### config.mk
export PLATFORM = sky130hd
export DESIGN_NAME = port_pins_with_change_irq
export DESIGN_NICKNAME = d
export VERILOG_FILES = /design/src/port_pins_pkg.sv /design/src/port_pins_with_change_irq.sv
export VERILOG_INCLUDE_DIRS = /design/src /design/src/src
export SDC_FILE = /design/constraint.sdc
export NUM_CORES = 1
export LEC_CHECK = 0
export BUFFER_PORTS_ARGS = -buffer_cell sky130_fd_sc_hd__buf_2
export CAP_MARGIN = 20
export CORE_UTILIZATION = 35
export CTS_CLUSTER_DIAMETER = 40
export DETAILED_ROUTE_END_ITERATION = 10
export PLACE_DENSITY = 0.63
export SYNTH_ARGS = -nofsm -noshare
export SYNTH_HDL_FRONTEND = slang
export SYNTH_SLANG_ARGS = --single-unit
### constraint.sdc
create_clock -name clk_sys_i -period 2.7 [get_ports clk_sys_i]
set_clock_uncertainty 0.2 [all_clocks]
set_input_delay 0.27 -clock clk_sys_i [delete_from_list [all_inputs] [get_ports clk_sys_i]]
set_output_delay 0.27 -clock clk_sys_i [all_outputs]
set_load 0.01 [all_outputs]
### src/port_pins_map.svh
// Register indices, field positions and reset values of the port block
`ifndef PORT_PINS_MAP_SVH
`define PORT_PINS_MAP_SVH
// Register indices; byte address is four times the index
`define IDX_OUT_A      6'h00
`define IDX_DIR_A      6'h01
`define IDX_PIN_A      6'h02
`define IDX_OUT_B      6'h03
`define IDX_DIR_B      6'h04
`define IDX_PIN_B      6'h05
`define IDX_BIT_OP     6'h06
`define IDX_LOW_MASK   6'h12
`define IDX_FLAGS      6'h13
`define IDX_HIGH_MASK  6'h14
`define IDX_GEN_MASK   6'h15
`define IDX_MCU_CTRL   6'h16
// Flag and enable bit positions (shared by flags and general mask)
`define BIT_EXT        6
`define BIT_GRP1       5
`define BIT_GRP0       4
// Control register fields
`define BIT_PUD        6
`define BIT_SENSE_HI   1
`define BIT_SENSE_LO   0
// Implemented bits of the flag, upper mask, general mask and control registers
`define FLAGS_IMPL     8'h70
`define HIGH_MASK_IMPL 8'h0f
`define GEN_MASK_IMPL  8'h70
`define MCU_CTRL_IMPL  8'h43
// Reset value of every register
`define REG_RESET      8'h00
// Pin that serves as the external interrupt input
`define EXT_PIN        10
// Bit-operation register fields
`define BOP_VAL_BIT    6
`endif

### src/port_pins_pkg.sv
// Types for the port pin block
package port_pins_pkg;
  // Bus handshake state
  typedef enum logic [0:0] {
    BUS_IDLE = 1'b0,
    BUS_ACK  = 1'b1
  } bus_state_t;
  // External interrupt sense selection
  typedef enum logic [1:0] {
    SENSE_LOW    = 2'b00,
    SENSE_ANY    = 2'b01,
    SENSE_FALL   = 2'b10,
    SENSE_RISE   = 2'b11
  } sense_t;
  // Target of a single-bit operation
  typedef enum logic [1:0] {
    BOP_OUT  = 2'b00,
    BOP_DIR  = 2'b01,
    BOP_NONE = 2'b10,
    BOP_RSV  = 2'b11
  } bit_op_t;
endpackage : port_pins_pkg

### src/port_pins_with_change_irq.sv
// GPIO port pair with pin-change and external interrupt flags
`timescale 1ns/1ps
`include "port_pins_map.svh"
module port_pins_with_change_irq import port_pins_pkg::*; (
  input  wire logic        clk_sys_i,        // System clock, 100 MHz
  input  wire logic        sys_rst_i,        // Reset, active high; synchronous except at the pin drivers
  input  wire logic [7:0]  avs_address_i,    // Byte address
  input  wire logic        avs_read_i,       // Read request
  input  wire logic        avs_write_i,      // Write request
  input  wire logic [31:0] avs_writedata_i,  // Write data
  input  wire logic [3:0]  avs_byteenable_i, // Byte enables
  output logic      [31:0] avs_readdata_o,   // Read data
  output logic             avs_waitrequest_o,// Wait request
  input  wire logic        global_irq_en_i,  // CPU status global enable
  input  wire logic [2:0]  vector_entry_i,   // Routine entered: 0 ext, 1 grp0, 2 grp1
  input  wire logic [11:0] pad_in_i,         // Pin levels
  output logic      [11:0] pad_out_o,        // Pin drive value
  output logic      [11:0] pad_oe_o,         // Pin drive enable
  output logic      [11:0] pullup_en_o,      // Pull-up enables
  output logic             ext_irq_req_o,    // External vector request
  output logic             chg0_irq_req_o,   // Group-0 vector request
  output logic             chg1_irq_req_o    // Group-1 vector request
);

  // Bus state and answer
  bus_state_t  bus_state_r, bus_state_nxt;
  logic [31:0] rdata_r, rdata_nxt;
  // Port registers; in out_r and dir_r bit n is pin n across both ports
  logic [11:0] out_r, out_nxt;                // Output value bits
  logic [11:0] dir_r, dir_nxt;                // Direction bits
  logic [7:0]  low_mask_r, low_mask_nxt;      // Lower change mask
  logic [3:0]  high_mask_r, high_mask_nxt;    // Upper change mask
  logic [7:0]  flags_r, flags_nxt;            // Interrupt flags
  logic [7:0]  gen_mask_r, gen_mask_nxt;      // General interrupt mask
  logic [7:0]  mcu_ctrl_r, mcu_ctrl_nxt;      // Sense and pull-up control
  // Pin synchronisers and change history
  // Pads are asynchronous to the system clock, so nothing but the
  // second stage may look at the first one.
  logic [11:0] pin_meta_r;                    // First stage, read by second only
  logic [11:0] pin_sync_r;                    // Second stage
  logic [11:0] pin_prev_r;                    // Previous synced value
  // Registered outputs
  logic [11:0] pad_out_r, pad_oe_r, pullup_r;
  logic        ext_req_r, chg0_req_r, chg1_req_r;
  logic        ext_req_nxt, chg0_req_nxt, chg1_req_nxt;

  // Decode helpers
  logic [5:0]  idx;
  logic        wr_go, rd_go;
  logic [7:0]  wd;
  logic [11:0] pin_diff;
  logic        ext_level, ext_event, grp0_event, grp1_event;
  sense_t      sense;
  bit_op_t     bop_tgt;
  logic [3:0]  bop_pin;
  logic [11:0] bop_sel;

  // Registers sit on word steps; address bits 1..0 are ignored.
  // Only byte lane 0 carries register data. The upper lanes are
  // dropped on write and read back as zero.
  // A write with lane 0 disabled changes nothing at all.
  assign idx   = avs_address_i[7:2];
  assign wd    = avs_writedata_i[7:0];
  assign wr_go = (bus_state_r == BUS_ACK) && avs_write_i && avs_byteenable_i[0];
  assign rd_go = (bus_state_r == BUS_IDLE) && avs_read_i;
  assign sense = sense_t'({mcu_ctrl_r[`BIT_SENSE_HI], mcu_ctrl_r[`BIT_SENSE_LO]});
  assign bop_tgt = bit_op_t'(wd[5:4]);
  assign bop_pin = wd[3:0];
  assign bop_sel = 12'h001 << bop_pin;

  // Change is synced value versus one clock earlier
  assign pin_diff   = pin_sync_r ^ pin_prev_r;
  assign ext_level  = pin_sync_r[`EXT_PIN];
  // Sense code comes from the control register; a new code
  // takes effect on the clock after the write lands.
  // The pin is sampled before edges are looked for, so a glitch
  // between two edges is simply not seen.
  // Edge detection needs pulses longer than one clock to be seen
  always_comb begin
    unique case (sense)
      SENSE_LOW:  ext_event = 1'b0;
      SENSE_ANY:  ext_event = pin_diff[`EXT_PIN];
      SENSE_FALL: ext_event = pin_diff[`EXT_PIN] && !ext_level;
      SENSE_RISE: ext_event = pin_diff[`EXT_PIN] && ext_level;
    endcase
  end
  // Masked group change, gated by the group enable
  assign grp0_event = gen_mask_r[`BIT_GRP0] && |(pin_diff[7:0] & low_mask_r);
  assign grp1_event = gen_mask_r[`BIT_GRP1] && |(pin_diff[11:8] & high_mask_r);

  // Bus handshake: one wait cycle, then the answer
  // Every access takes two cycles. Read data is latched at the end
  // of the wait cycle, so it stands while waitrequest is low.
  // A write commits only in the answer cycle, so it lands once
  // even though the master holds the request for two cycles.
  // Back-to-back requests simply start another two-cycle round.
  always_comb begin
    bus_state_nxt = bus_state_r;
    rdata_nxt     = rdata_r;
    if (bus_state_r == BUS_IDLE) begin
      // Request seen, answer next cycle
      if (avs_read_i || avs_write_i) begin
        bus_state_nxt = BUS_ACK;
      end
    end else begin
      // Transfer completes at this edge
      bus_state_nxt = BUS_IDLE;
    end
    if (rd_go) begin
      // Unmapped and reserved bits read zero
      rdata_nxt = 32'h0000_0000;
      unique case (idx)
        `IDX_OUT_A:     rdata_nxt[7:0] = out_r[7:0];
        `IDX_DIR_A:     rdata_nxt[7:0] = dir_r[7:0];
        `IDX_PIN_A:     rdata_nxt[7:0] = pin_sync_r[7:0];
        `IDX_OUT_B:     rdata_nxt[3:0] = out_r[11:8];
        `IDX_DIR_B:     rdata_nxt[3:0] = dir_r[11:8];
        `IDX_PIN_B:     rdata_nxt[3:0] = pin_sync_r[11:8];
        `IDX_LOW_MASK:  rdata_nxt[7:0] = low_mask_r;
        `IDX_FLAGS:     rdata_nxt[7:0] = flags_r & `FLAGS_IMPL;
        `IDX_HIGH_MASK: rdata_nxt[7:0] = {4'h0, high_mask_r};
        `IDX_GEN_MASK:  rdata_nxt[7:0] = gen_mask_r;
        `IDX_MCU_CTRL:  rdata_nxt[7:0] = mcu_ctrl_r;
        default:        rdata_nxt = 32'h0000_0000;
      endcase
    end
  end

  // Register file next values
  // Port A holds pins 7..0, port B pins 11..8 in its low nibble.
  // The pin input location is read-only; a write there toggles
  // the output value bits instead of storing anything.
  // Bit operations give software a read-modify-write free way to
  // change one pin without racing another writer.
  always_comb begin
    out_nxt       = out_r;
    dir_nxt       = dir_r;
    low_mask_nxt  = low_mask_r;
    high_mask_nxt = high_mask_r;
    gen_mask_nxt  = gen_mask_r;
    mcu_ctrl_nxt  = mcu_ctrl_r;
    flags_nxt     = flags_r;
    if (wr_go) begin
      unique case (idx)
        `IDX_OUT_A:     out_nxt[7:0]  = wd;
        `IDX_DIR_A:     dir_nxt[7:0]  = wd;
        `IDX_PIN_A:     out_nxt[7:0]  = out_r[7:0] ^ wd;
        `IDX_OUT_B:     out_nxt[11:8] = wd[3:0];
        `IDX_DIR_B:     dir_nxt[11:8] = wd[3:0];
        `IDX_PIN_B:     out_nxt[11:8] = out_r[11:8] ^ wd[3:0];
        `IDX_BIT_OP: begin
          // One pin only; all others keep their bits
          if (bop_pin < 4'hc) begin
            if (bop_tgt == BOP_OUT) begin
              out_nxt = wd[`BOP_VAL_BIT] ? (out_r | bop_sel) : (out_r & ~bop_sel);
            end else if (bop_tgt == BOP_DIR) begin
              dir_nxt = wd[`BOP_VAL_BIT] ? (dir_r | bop_sel) : (dir_r & ~bop_sel);
            end
          end
        end
        `IDX_LOW_MASK:  low_mask_nxt  = wd;
        `IDX_HIGH_MASK: high_mask_nxt = wd[3:0];
        `IDX_GEN_MASK:  gen_mask_nxt  = wd & `GEN_MASK_IMPL;
        `IDX_MCU_CTRL:  mcu_ctrl_nxt  = wd & `MCU_CTRL_IMPL;
        default: ;
      endcase
    end
    // Clear by write-one or routine entry; a new event wins
    if (wr_go && idx == `IDX_FLAGS) begin
      flags_nxt = flags_nxt & ~(wd & `FLAGS_IMPL);
    end
    if (vector_entry_i[0]) flags_nxt[`BIT_EXT]  = 1'b0;
    if (vector_entry_i[1]) flags_nxt[`BIT_GRP0] = 1'b0;
    if (vector_entry_i[2]) flags_nxt[`BIT_GRP1] = 1'b0;
    if (ext_event)  flags_nxt[`BIT_EXT]  = 1'b1;
    if (grp0_event) flags_nxt[`BIT_GRP0] = 1'b1;
    if (grp1_event) flags_nxt[`BIT_GRP1] = 1'b1;
    // Level sensing never holds the flag
    if (sense == SENSE_LOW) flags_nxt[`BIT_EXT] = 1'b0;
    flags_nxt = flags_nxt & `FLAGS_IMPL;
  end

  // Vector requests; level mode requests while pin stays low
  // Requests are levels: they drop one clock after the flag is
  // cleared or an enable goes away. Level mode has no flag, so
  // the request follows the synced pin directly.
  always_comb begin
    ext_req_nxt  = global_irq_en_i && gen_mask_r[`BIT_EXT] &&
                   (flags_r[`BIT_EXT] || (sense == SENSE_LOW && !ext_level));
    chg0_req_nxt = global_irq_en_i && gen_mask_r[`BIT_GRP0] && flags_r[`BIT_GRP0];
    chg1_req_nxt = global_irq_en_i && gen_mask_r[`BIT_GRP1] && flags_r[`BIT_GRP1];
  end

  // Control and bus registers
  // Synchronous reset; the synchroniser also restarts from zero,
  // which is harmless because every mask is cleared as well.
  always_ff @(posedge clk_sys_i) begin
    if (sys_rst_i) begin
      bus_state_r <= BUS_IDLE;
      rdata_r     <= 32'h0000_0000;
      out_r       <= 12'h000;
      dir_r       <= 12'h000;
      low_mask_r  <= `REG_RESET;
      high_mask_r <= 4'h0;
      flags_r     <= `REG_RESET;
      gen_mask_r  <= `REG_RESET;
      mcu_ctrl_r  <= `REG_RESET;
      ext_req_r   <= 1'b0;
      chg0_req_r  <= 1'b0;
      chg1_req_r  <= 1'b0;
      pin_meta_r  <= 12'h000;
      pin_sync_r  <= 12'h000;
      pin_prev_r  <= 12'h000;
    end else begin
      bus_state_r <= bus_state_nxt;
      rdata_r     <= rdata_nxt;
      out_r       <= out_nxt;
      dir_r       <= dir_nxt;
      low_mask_r  <= low_mask_nxt;
      high_mask_r <= high_mask_nxt;
      flags_r     <= flags_nxt;
      gen_mask_r  <= gen_mask_nxt;
      mcu_ctrl_r  <= mcu_ctrl_nxt;
      ext_req_r   <= ext_req_nxt;
      chg0_req_r  <= chg0_req_nxt;
      chg1_req_r  <= chg1_req_nxt;
      pin_meta_r  <= pad_in_i;
      pin_sync_r  <= pin_meta_r;
      pin_prev_r  <= pin_sync_r;
    end
  end

  // Pin drivers: reset reaches them even with the clock stopped
  // These flops take the next values, so pins follow a write at
  // the same edge that updates the registers.
  // The asynchronous reset costs a second reset style in this
  // block, traded for pins that float without any clock.
  always_ff @(posedge clk_sys_i or posedge sys_rst_i) begin
    if (sys_rst_i) begin
      pad_oe_r  <= 12'h000;
      pad_out_r <= 12'h000;
      pullup_r  <= 12'h000;
    end else begin
      pad_oe_r  <= dir_nxt;
      pad_out_r <= out_nxt & dir_nxt;
      // Pull-up only on inputs, and never while globally disabled
      pullup_r  <= out_nxt & ~dir_nxt & {12{~mcu_ctrl_nxt[`BIT_PUD]}};
    end
  end

  // Every output comes from a flop; waitrequest through a decode of the bus state flop
  // Waitrequest is high whenever no answer is due
  assign avs_readdata_o    = rdata_r;
  assign avs_waitrequest_o = (bus_state_r == BUS_IDLE);
  assign pad_oe_o          = pad_oe_r;
  assign pad_out_o         = pad_out_r;
  assign pullup_en_o       = pullup_r;
  assign ext_irq_req_o     = ext_req_r;
  assign chg0_irq_req_o    = chg0_req_r;
  assign chg1_irq_req_o    = chg1_req_r;

  // Checks on the block's own behaviour
  // All of them run on the system clock; all but AST_RESET_TRI are off in reset.
  // Sampled-value functions see reset values on the first clock
  // after release, which every antecedent below tolerates.
  // The external pin also belongs to the upper change group.
  AST_EXT_SET: assert property (@(posedge clk_sys_i) disable iff (sys_rst_i)
    ext_event && sense != SENSE_LOW |=> flags_r[`BIT_EXT])
    else $error("external flag not set after request");
  AST_EXT_DISPATCH: assert property (@(posedge clk_sys_i) disable iff (sys_rst_i)
    ext_irq_req_o |-> $past(global_irq_en_i) && $past(gen_mask_r[`BIT_EXT]))
    else $error("external request without enables");
  AST_ENTRY_CLR: assert property (@(posedge clk_sys_i) disable iff (sys_rst_i)
    vector_entry_i[1] && !grp0_event |=> !flags_r[`BIT_GRP0])
    else $error("group-0 flag survived routine entry");
  AST_LEVEL_CLR: assert property (@(posedge clk_sys_i) disable iff (sys_rst_i)
    sense == SENSE_LOW |=> !flags_r[`BIT_EXT])
    else $error("external flag set in level mode");
  AST_GRP1_SET: assert property (@(posedge clk_sys_i) disable iff (sys_rst_i)
    gen_mask_r[`BIT_GRP1] && |(pin_diff[11:8] & high_mask_r) |=> flags_r[`BIT_GRP1])
    else $error("group-1 flag missed a change");
  AST_GRP0_SET: assert property (@(posedge clk_sys_i) disable iff (sys_rst_i)
    $changed(pin_sync_r[0]) && low_mask_r[0] && gen_mask_r[`BIT_GRP0] |=> flags_r[`BIT_GRP0])
    else $error("group-0 flag missed a change");
  AST_RSV_ZERO: assert property (@(posedge clk_sys_i) disable iff (sys_rst_i)
    rd_go && idx == `IDX_FLAGS |=> avs_readdata_o[7] == 1'b0 && avs_readdata_o[3:0] == 4'h0)
    else $error("reserved flag bits not zero");
  AST_TOGGLE: assert property (@(posedge clk_sys_i) disable iff (sys_rst_i)
    wr_go && idx == `IDX_PIN_A |=> out_r[7:0] == ($past(out_r[7:0]) ^ $past(wd)))
    else $error("pin write did not toggle output");
  AST_PULLUP: assert property (@(posedge clk_sys_i) disable iff (sys_rst_i)
    mcu_ctrl_r[`BIT_PUD] |-> pullup_en_o == 12'h000)
    else $error("pull-up on while globally disabled");
  AST_DRIVE: assert property (@(posedge clk_sys_i) disable iff (sys_rst_i)
    ##1 (pad_oe_o == dir_r) && ((pad_out_o & pad_oe_o) == (out_r & dir_r)))
    else $error("pin drive does not follow registers");
  AST_RESET_TRI: assert property (@(posedge clk_sys_i)
    sys_rst_i |=> pad_oe_o == 12'h000)
    else $error("pins driven after reset");

  // Group-0 request only with all three conditions
  AST_GRP0_DISPATCH: assert property (@(posedge clk_sys_i) disable iff (sys_rst_i)
    chg0_irq_req_o |-> $past(global_irq_en_i) && $past(gen_mask_r[`BIT_GRP0]) && $past(flags_r[`BIT_GRP0]))
    else $error("group-0 request without enables");

  // Group-1 request only with all three conditions
  AST_GRP1_DISPATCH: assert property (@(posedge clk_sys_i) disable iff (sys_rst_i)
    chg1_irq_req_o |-> $past(global_irq_en_i) && $past(gen_mask_r[`BIT_GRP1]) && $past(flags_r[`BIT_GRP1]))
    else $error("group-1 request without enables");

  // A set external flag with enables must request
  AST_EXT_REQ: assert property (@(posedge clk_sys_i) disable iff (sys_rst_i)
    flags_r[`BIT_EXT] && gen_mask_r[`BIT_EXT] && global_irq_en_i |=> ext_irq_req_o)
    else $error("external request missing");

  // Group-1 flag rises only from a masked change
  AST_GRP1_ONLY: assert property (@(posedge clk_sys_i) disable iff (sys_rst_i)
    $rose(flags_r[`BIT_GRP1]) |-> $past(grp1_event))
    else $error("group-1 flag set by a masked pin");

  // Group-0 flag rises only from a masked change
  AST_GRP0_ONLY: assert property (@(posedge clk_sys_i) disable iff (sys_rst_i)
    $rose(flags_r[`BIT_GRP0]) |-> $past(grp0_event))
    else $error("group-0 flag set by a masked pin");

  // Pin input location shows the synced pins
  AST_PIN_VIEW: assert property (@(posedge clk_sys_i) disable iff (sys_rst_i)
    rd_go && idx == `IDX_PIN_A |=> avs_readdata_o == {24'h00_0000, $past(pin_sync_r[7:0])})
    else $error("pin input read wrong");

  // Direction write drives the enables next clock
  AST_DIR_OE: assert property (@(posedge clk_sys_i) disable iff (sys_rst_i)
    wr_go && idx == `IDX_DIR_A |=> pad_oe_o[7:0] == $past(wd))
    else $error("direction write not on the pins");

  // No pull-up on an output pin
  AST_PULL_INPUT: assert property (@(posedge clk_sys_i) disable iff (sys_rst_i)
    (pullup_en_o & dir_r) == 12'h000)
    else $error("pull-up on an output pin");

  // Bit operation on direction touches one bit only
  AST_BIT_OP_ONE: assert property (@(posedge clk_sys_i) disable iff (sys_rst_i)
    wr_go && idx == `IDX_BIT_OP && bop_tgt == BOP_DIR |=> ((dir_r ^ $past(dir_r)) & ~$past(bop_sel)) == 12'h000)
    else $error("bit operation changed another pin");

  // Falling mode ignores a rising edge
  AST_FALL_ONLY: assert property (@(posedge clk_sys_i) disable iff (sys_rst_i)
    sense == SENSE_FALL && ext_level && !flags_r[`BIT_EXT] |=> !flags_r[`BIT_EXT])
    else $error("rising edge set flag in falling mode");

  // Reserved upper mask bits read zero
  AST_RSV_HIGH: assert property (@(posedge clk_sys_i) disable iff (sys_rst_i)
    rd_go && idx == `IDX_HIGH_MASK |=> avs_readdata_o[7:4] == 4'h0)
    else $error("reserved mask bits not zero");

endmodule : port_pins_with_change_irq

Word level (Yosys, flattened, before mapping). Cells that the tools add are included.

Register bits after elaboration: 129. Input bits: 64. Output and inout bits: 72.

Order comparisons: 1. Equality and inequality tests: 15. Shifts and indexed selects: 1. Muxes and demuxes: 26. Bitwise logic cells: 18. Reduce and logical (&&, ||, !) cells: 32.

Operators by type and width (count): 12-bit 2-to-1 mux (9); 12-bit AND (5); 4-bit case mux with 9 select lines (1); 6-bit by 5-bit == test with 1-bit output, second input constant (5); 4-bit case mux with 7 select lines (1); 12-bit NOT (2); 12-bit OR (2); 8-bit case mux with 3 select lines (1); 7-bit 2-to-1 mux (3); 6-bit by 3-bit == test with 1-bit output, second input constant (3); 8-bit case mux with 2 select lines (1); 1-bit logical AND (15); 6-bit by 2-bit == test with 1-bit output, second input constant (2); 4-bit case mux with 3 select lines (1); 1-bit by 4-bit << shifter with 12-bit output, first input constant (1); 12-bit bitwise XOR (1); 3-bit nonzero test (3); 8-bit AND (1); 4-bit case mux with 2 select lines (1); 2-bit AND reduction (4); 8-bit OR reduction (1); 8-bit bitwise XOR (1); 7-bit AND (1); 1-bit 2-to-1 mux (7); 15 further kinds (21).

Logic depth before layout (Yosys ltp).
Depth in word-level cells: 12. Mapped depth: 9. Depth with buffers taken out: 6.

Worst setup path after synthesis. Ideal clock, no wire load.

Path type: input -> register. Start: input avs_address_i[2]. End: register pullup_r[9], in the netlist pullup_en_o[9]. Arrival time: 1.996 ns. Slack: 0.410 ns. Cell stages on the path: 7. Cell sequence: nand2b_1 -> buf_2 -> nor4b_1 -> and3_1 -> mux2_2 -> buf_2 -> a211oi_1.

Cells in the longest elaborated chain, start to end: 6. Elaborated cells on any way between the ends: 15. Those cells by class: eq/ne (5); mux (6); bitwise (4).

Ends and longest elaborated chain: from (decl) (line port_pins_with_change_irq.sv:7) `input wire logic [7:0] avs_address_i,`; 6-bit by 3-bit == test with 1-bit output (line port_pins_with_change_irq.sv:144) `unique case (idx)`; 4-bit case mux with 2 select lines (line port_pins_with_change_irq.sv:144); 12-bit 2-to-1 mux (line port_pins_with_change_irq.sv:143) `if (wr_go) begin`; 12-bit NOT (line port_pins_with_change_irq.sv:247) `` pullup_r <= out_nxt & ~dir_nxt & {12{~mcu_ctrl_nxt[`BIT_PUD]}}; ``; 12-bit AND (line port_pins_with_change_irq.sv:247); 12-bit AND (*) (line port_pins_with_change_irq.sv:247); to (signal assigned) (line port_pins_with_change_irq.sv:247); to (decl) (line port_pins_with_change_irq.sv:43) `logic [11:0] pad_out_r, pad_oe_r, pullup_r;`.

Every way passes the cells marked *; elsewhere a longest branch is shown, timed or not. A chain may end at the register's enable or synchronous reset.

Worst setup path in the final report.
Start: register bus_state_r. End: register pad_out_r[6], in the netlist pad_out_o[6].

Cells in the longest elaborated chain, start to end: 4. Elaborated cells on any way between the ends: 5. Those cells by class: mux (2); bitwise (1); reduce/logical (2).

Ends and longest elaborated chain: from (decl) (line port_pins_with_change_irq.sv:26) `bus_state_t bus_state_r, bus_state_nxt;`; from (signal assigned) (line port_pins_with_change_irq.sv:215) `bus_state_r <= bus_state_nxt;`; 1-bit logical AND (*) (2 in a row) (line port_pins_with_change_irq.sv:64) `assign wr_go = (bus_state_r == BUS_ACK) && avs_write_i && avs_byteenable_i[0];`; 12-bit 2-to-1 mux (line port_pins_with_change_irq.sv:143); 12-bit AND (*) (line port_pins_with_change_irq.sv:245) `pad_out_r <= out_nxt & dir_nxt;`; to (signal assigned) (line port_pins_with_change_irq.sv:245); to (decl) (line port_pins_with_change_irq.sv:43).

Marks and branches as above.

==> Flow_metrics.wiki <==
{| class="wikitable"
! Metric !! Value
|-
| Number of buffers on the longest clock path || 2
|-
| Final RePlAce weighted congestion || 0.889
|-
| All-layer global routing usage || 20.5%
|-
| Count of unresolved DRC violations after routing || 0
|-
| Share of total power in combinational logic || under 10%
|-
| Total Nets Final || 853
|-
| Static Leakage || 3.46 nW
|-
| Sequential fraction of the synthesis area || 44.5%
|-
| Total instance count after detailed placement || 977
|-
| Starting Density || between 30 and 40%
|-
| Share of total power in the clock network || 48.8%
|-
| Post-synthesis area per instance || 9.22 sq um
|-
| Post-Layout Cell Count || approximately 1000
|-
| Part of the cycle the worst path needs || 83.8%
|-
| Synthesis-to-finish area growth || 24.5%
|-
| Die X-Extent || 135 um
|-
| Worst ir drop on vdd || around 460 uV
|-
| Biggest area consumer among synthesized cells || sky130_fd_sc_hd__dfxtp_1
|-
| Hold path startpoint || vector_entry_i[0]
|-
| First-pass detailed-route iteration total || 7
|-
| Die H || approximately 140 um
|-
| Cell Int Power || 3.38 mW
|-
| Proportion of power drawn by flip-flops and latches || 43.6%
|-
| Most used standard cells in the synthesized netlist || sky130_fd_sc_hd__dfxtp_1 (93), sky130_fd_sc_hd__nor2_1 (63), sky130_fd_sc_hd__nor2b_1 (49)
|-
| Number of top-level pins || 136
|-
| Outcome || completed
|-
| Maximum fanout along the worst path || 6
|-
| Achievable frequency || around 440 MHz
|-
| CP startpoint || bus_state_r
|-
| Count of unique library cells instantiated by Yosys || 68
|-
| Remaining number of nets flagged by the antenna check after routing || 0
|-
| Pin count of the biggest net entering global routing || 90
|-
| Most used flip-flop cell after synthesis || sky130_fd_sc_hd__dfxtp_1
|-
| Area of the core || 17300 sq um
|-
| Share of final-layout standard cells stronger than drive strength 1 || 23.7%
|-
| Number of synthesized register bits || 129
|-
| Vias in the first global route || just over 5000
|-
| Max-slew violations || 0
|-
| Post-synth ARST share || 27.9%
|-
| Final Setup Violations || 0
|-
| Post-synth design cell area || 6210 sq um
|-
| Max H-tree Level || 4
|-
| Cells taking the most area after synthesis || sky130_fd_sc_hd__dfxtp_1 (30%), sky130_fd_sc_hd__dfrtp_1 (14%), sky130_fd_sc_hd__mux2i_1 (5.6%)
|-
| CP startpoint kind || register
|-
| Sum of net half-perimeters after detailed placement || between 10000 and 15000 um
|-
| Switching power share of the total || about a quarter
|-
| CTS tree || built
|-
| Worst-Margin Slew || 0.784 ns
|-
| CP endpoint kind || register
|-
| Cell Pwr Density || 581 nW/um^2
|-
| Number of enable flip-flop cells after synthesis || 0
|-
| Number of cell rows || between 40 and 50
|-
| Yosys top cell area share || between 20% and 30%
|-
| Total clock sinks || 129
|-
| Detailed-route via count || 5421
|-
| Max-Slew Margin vs Limit || 47.7%
|-
| Latest clock arrival within the worst-skew pair || ~0.43 ns
|-
| Clock buffer count from CTS || 17
|-
| Switch Pwr || between 1 and 1.5 mW
|-
| Yosys Warn Count || 0
|-
| Setup CP Type || reg2reg
|-
| Root Driver || sky130_fd_sc_hd__clkbuf_16
|-
| Final WL || 17800 um
|-
| Global-route wire length before repair || ~28000 um
|-
| Number of antenna violations at the first check in global routing || 0
|-
| Average vias per placed instance || 5.28
|-
| Remaining Overflow, GRT || 0
|-
| N_diodes || 0
|-
| Arrival time worst endpoint || 2.36 ns
|-
| Worst Path Required || 2.79 ns
|-
| Most common cell in the synthesized netlist || sky130_fd_sc_hd__dfxtp_1
|-
| Number of maximum-capacitance constraint violations || 0
|-
| Shortest clock period the worst path allows after layout || 2.26 ns
|-
| Final TNS setup || 0 ns
|-
| Average wire length per cell after detail routing || ~17 um
|-
| Unrepaired setup endpoints after global routing || false
|-
| Cell count after synthesis || 674
|-
| Area enclosed by the die boundary || 18300 sq um
|-
| Number of endpoints with negative hold slack in the final report || 0
|-
| Total power of the final layout || approximately 4.5 mW
|-
| Starting DRT DRC Count || 496
|-
| Reg-to-reg critical path startpoint || bus_state_r
|-
| Hold Crit Class || in2reg
|-
| Number of input and output port buffers inserted || 82
|-
| CTS clock-pin slew for the worst setup and hold paths || 0.06 ns
|}
registers in the layout, summed over array words and instances, names as in the netlist:
register and flops:
pad_oe_o 12, dir_r 12, pin_prev_r 12, chg0_irq_req_o 1
mcu_ctrl_r 3, out_r 12, pad_out_o 12, avs_readdata_o 8
flags_r 3, high_mask_r 4, ext_irq_req_o 1, pin_sync_r 12
pin_meta_r 12, bus_state_r 1, pullup_en_o 12, gen_mask_r 3
chg1_irq_req_o 1, low_mask_r 8
path summary, 6_finish.rpt:
path	cells after the start	slack, ns	endpoint
min in group asynchronous	3	0.37	pullup_en_o[11]
max in group asynchronous	4	1.16	pullup_en_o[1]
max reg2reg	6	0.44	pad_out_o[6]
min reg2reg	1	0.23	pin_sync_r[11]
min	4	0.06	flags_r[6]
max	6	0.44	pad_out_o[6]
cells in the final DEF, fill, tap and decap left out, types with 4 or more instances in the layout:
cell type / count
sky130_fd_sc_hd__clkinv_2: 5
sky130_fd_sc_hd__a32oi_1: 4
sky130_fd_sc_hd__buf_4: 49
sky130_fd_sc_hd__nand3_1: 8
sky130_fd_sc_hd__nor3_2: 5
sky130_fd_sc_hd__a22oi_1: 12
sky130_fd_sc_hd__nand2_1: 38
sky130_fd_sc_hd__or4_1: 4
sky130_fd_sc_hd__dlygate4sd3_1: 18
sky130_fd_sc_hd__clkbuf_16: 18
sky130_fd_sc_hd__mux2i_1: 35
sky130_fd_sc_hd__o211a_1: 4
sky130_fd_sc_hd__xor2_1: 12
sky130_fd_sc_hd__a211oi_1: 13
sky130_fd_sc_hd__nor2_1: 63
sky130_fd_sc_hd__nand2b_1: 7
sky130_fd_sc_hd__mux2_2: 5
sky130_fd_sc_hd__a31oi_1: 6
sky130_fd_sc_hd__a21boi_0: 5
sky130_fd_sc_hd__dfxtp_1: 93
sky130_fd_sc_hd__a21oi_1: 14
sky130_fd_sc_hd__buf_2: 82
sky130_fd_sc_hd__o31ai_1: 6
sky130_fd_sc_hd__nor2b_1: 49
sky130_fd_sc_hd__a222oi_1: 7
sky130_fd_sc_hd__inv_1: 14
sky130_fd_sc_hd__nor4b_1: 4
sky130_fd_sc_hd__nor3_1: 17
sky130_fd_sc_hd__nand4_1: 10
sky130_fd_sc_hd__o21a_1: 5
sky130_fd_sc_hd__o21ai_0: 33
sky130_fd_sc_hd__conb_1: 24
sky130_fd_sc_hd__nand4b_1: 6
sky130_fd_sc_hd__a31o_2: 4
sky130_fd_sc_hd__nor4_1: 5
sky130_fd_sc_hd__and3_1: 11
sky130_fd_sc_hd__dfrtp_1: 36
sky130_fd_sc_hd__a221oi_1: 7
layer usage:
layer  track usage (%)  vias up  wire length [um]
met5                 0        -                 0
met4              8.68        0               378
met3              5.16       26              1440
met2              30.1      245              7730
met1              28.4     2546              8240
li1                  -     2604                 -
metrics by stage:
| stage | util (%) | setup slack [ns] | hold WS, ns | area [sq um] |
|---|---|---|---|---|
| 2_1_floorplan | - | 0.410 | 0.198 | 6300 |
| 3_3_place_gp | 40.4 | 0.210 | 0.223 | 6990 |
| 3_5_place_dp | 40.4 | 0.177 | 0.224 | 6990 |
| 4_1_cts | 44.7 | 0.460 | 0.0431 | 7740 |
| 5_1_grt | 44.7 | 0.300 | 0.0679 | 7740 |
| 6_report | 44.7 | 0.437 | 0.0566 | 7740 |
what timing repair did:
| action | 4_1_cts | 5_1_grt |
|---|---|---|
| gates resized for setup | 0 | 0 |
| setup buffers | 0 | 0 |
| endpoints found under the hold margin | 33 | 0 |
| hold buffers | 18 | 0 |
area by class of cell:
type	count	area [sq um]
timing repair buffer	151	998
multi-input combinational	473	3070
clock buffer	19	454
clock inverter	13	108
fill	1687	9560
inverter	17	63.8
tap	225	282
sequential	129	2760
cells by family (layout without fill, tap and decap cells):
family / Yosys count / in the layout / synth area share (%)
AO/OA/AOI/OAI: 147 / 147 / 17.2
flip-flops: 129 / 129 / 44.5
XOR/XNOR: 13 / 13 / 1.83
other: 1 / 24 / 0.0604
buffers and inverters: 95 / 200 / 7.75
multiplexers: 40 / 40 / 6.54
AND/OR/NAND/NOR: 249 / 249 / 22.2
power by group through the flow:
stage	registers [mW]	logic, mW	clock network, mW
finish	1.96	0.344	2.19
global route	1.96	0.374	2.33
CTS	1.96	0.341	2.22
detailed placement	2.00	0.321	0
global placement	2.00	0.320	0
floorplan	1.99	0.222	0
critical path, cell delays in order (launching register included):
cell and delay, ns:
sky130_fd_sc_hd__dfxtp_1 0.38, sky130_fd_sc_hd__nand3_1 0.19, sky130_fd_sc_hd__or4_1 0.69, sky130_fd_sc_hd__o21bai_1 0.21, sky130_fd_sc_hd__a211oi_1 0.23, sky130_fd_sc_hd__buf_4 0.17
sky130_fd_sc_hd__nor2_1 0.04
Note: power is estimated with default switching activity, not from simulation.
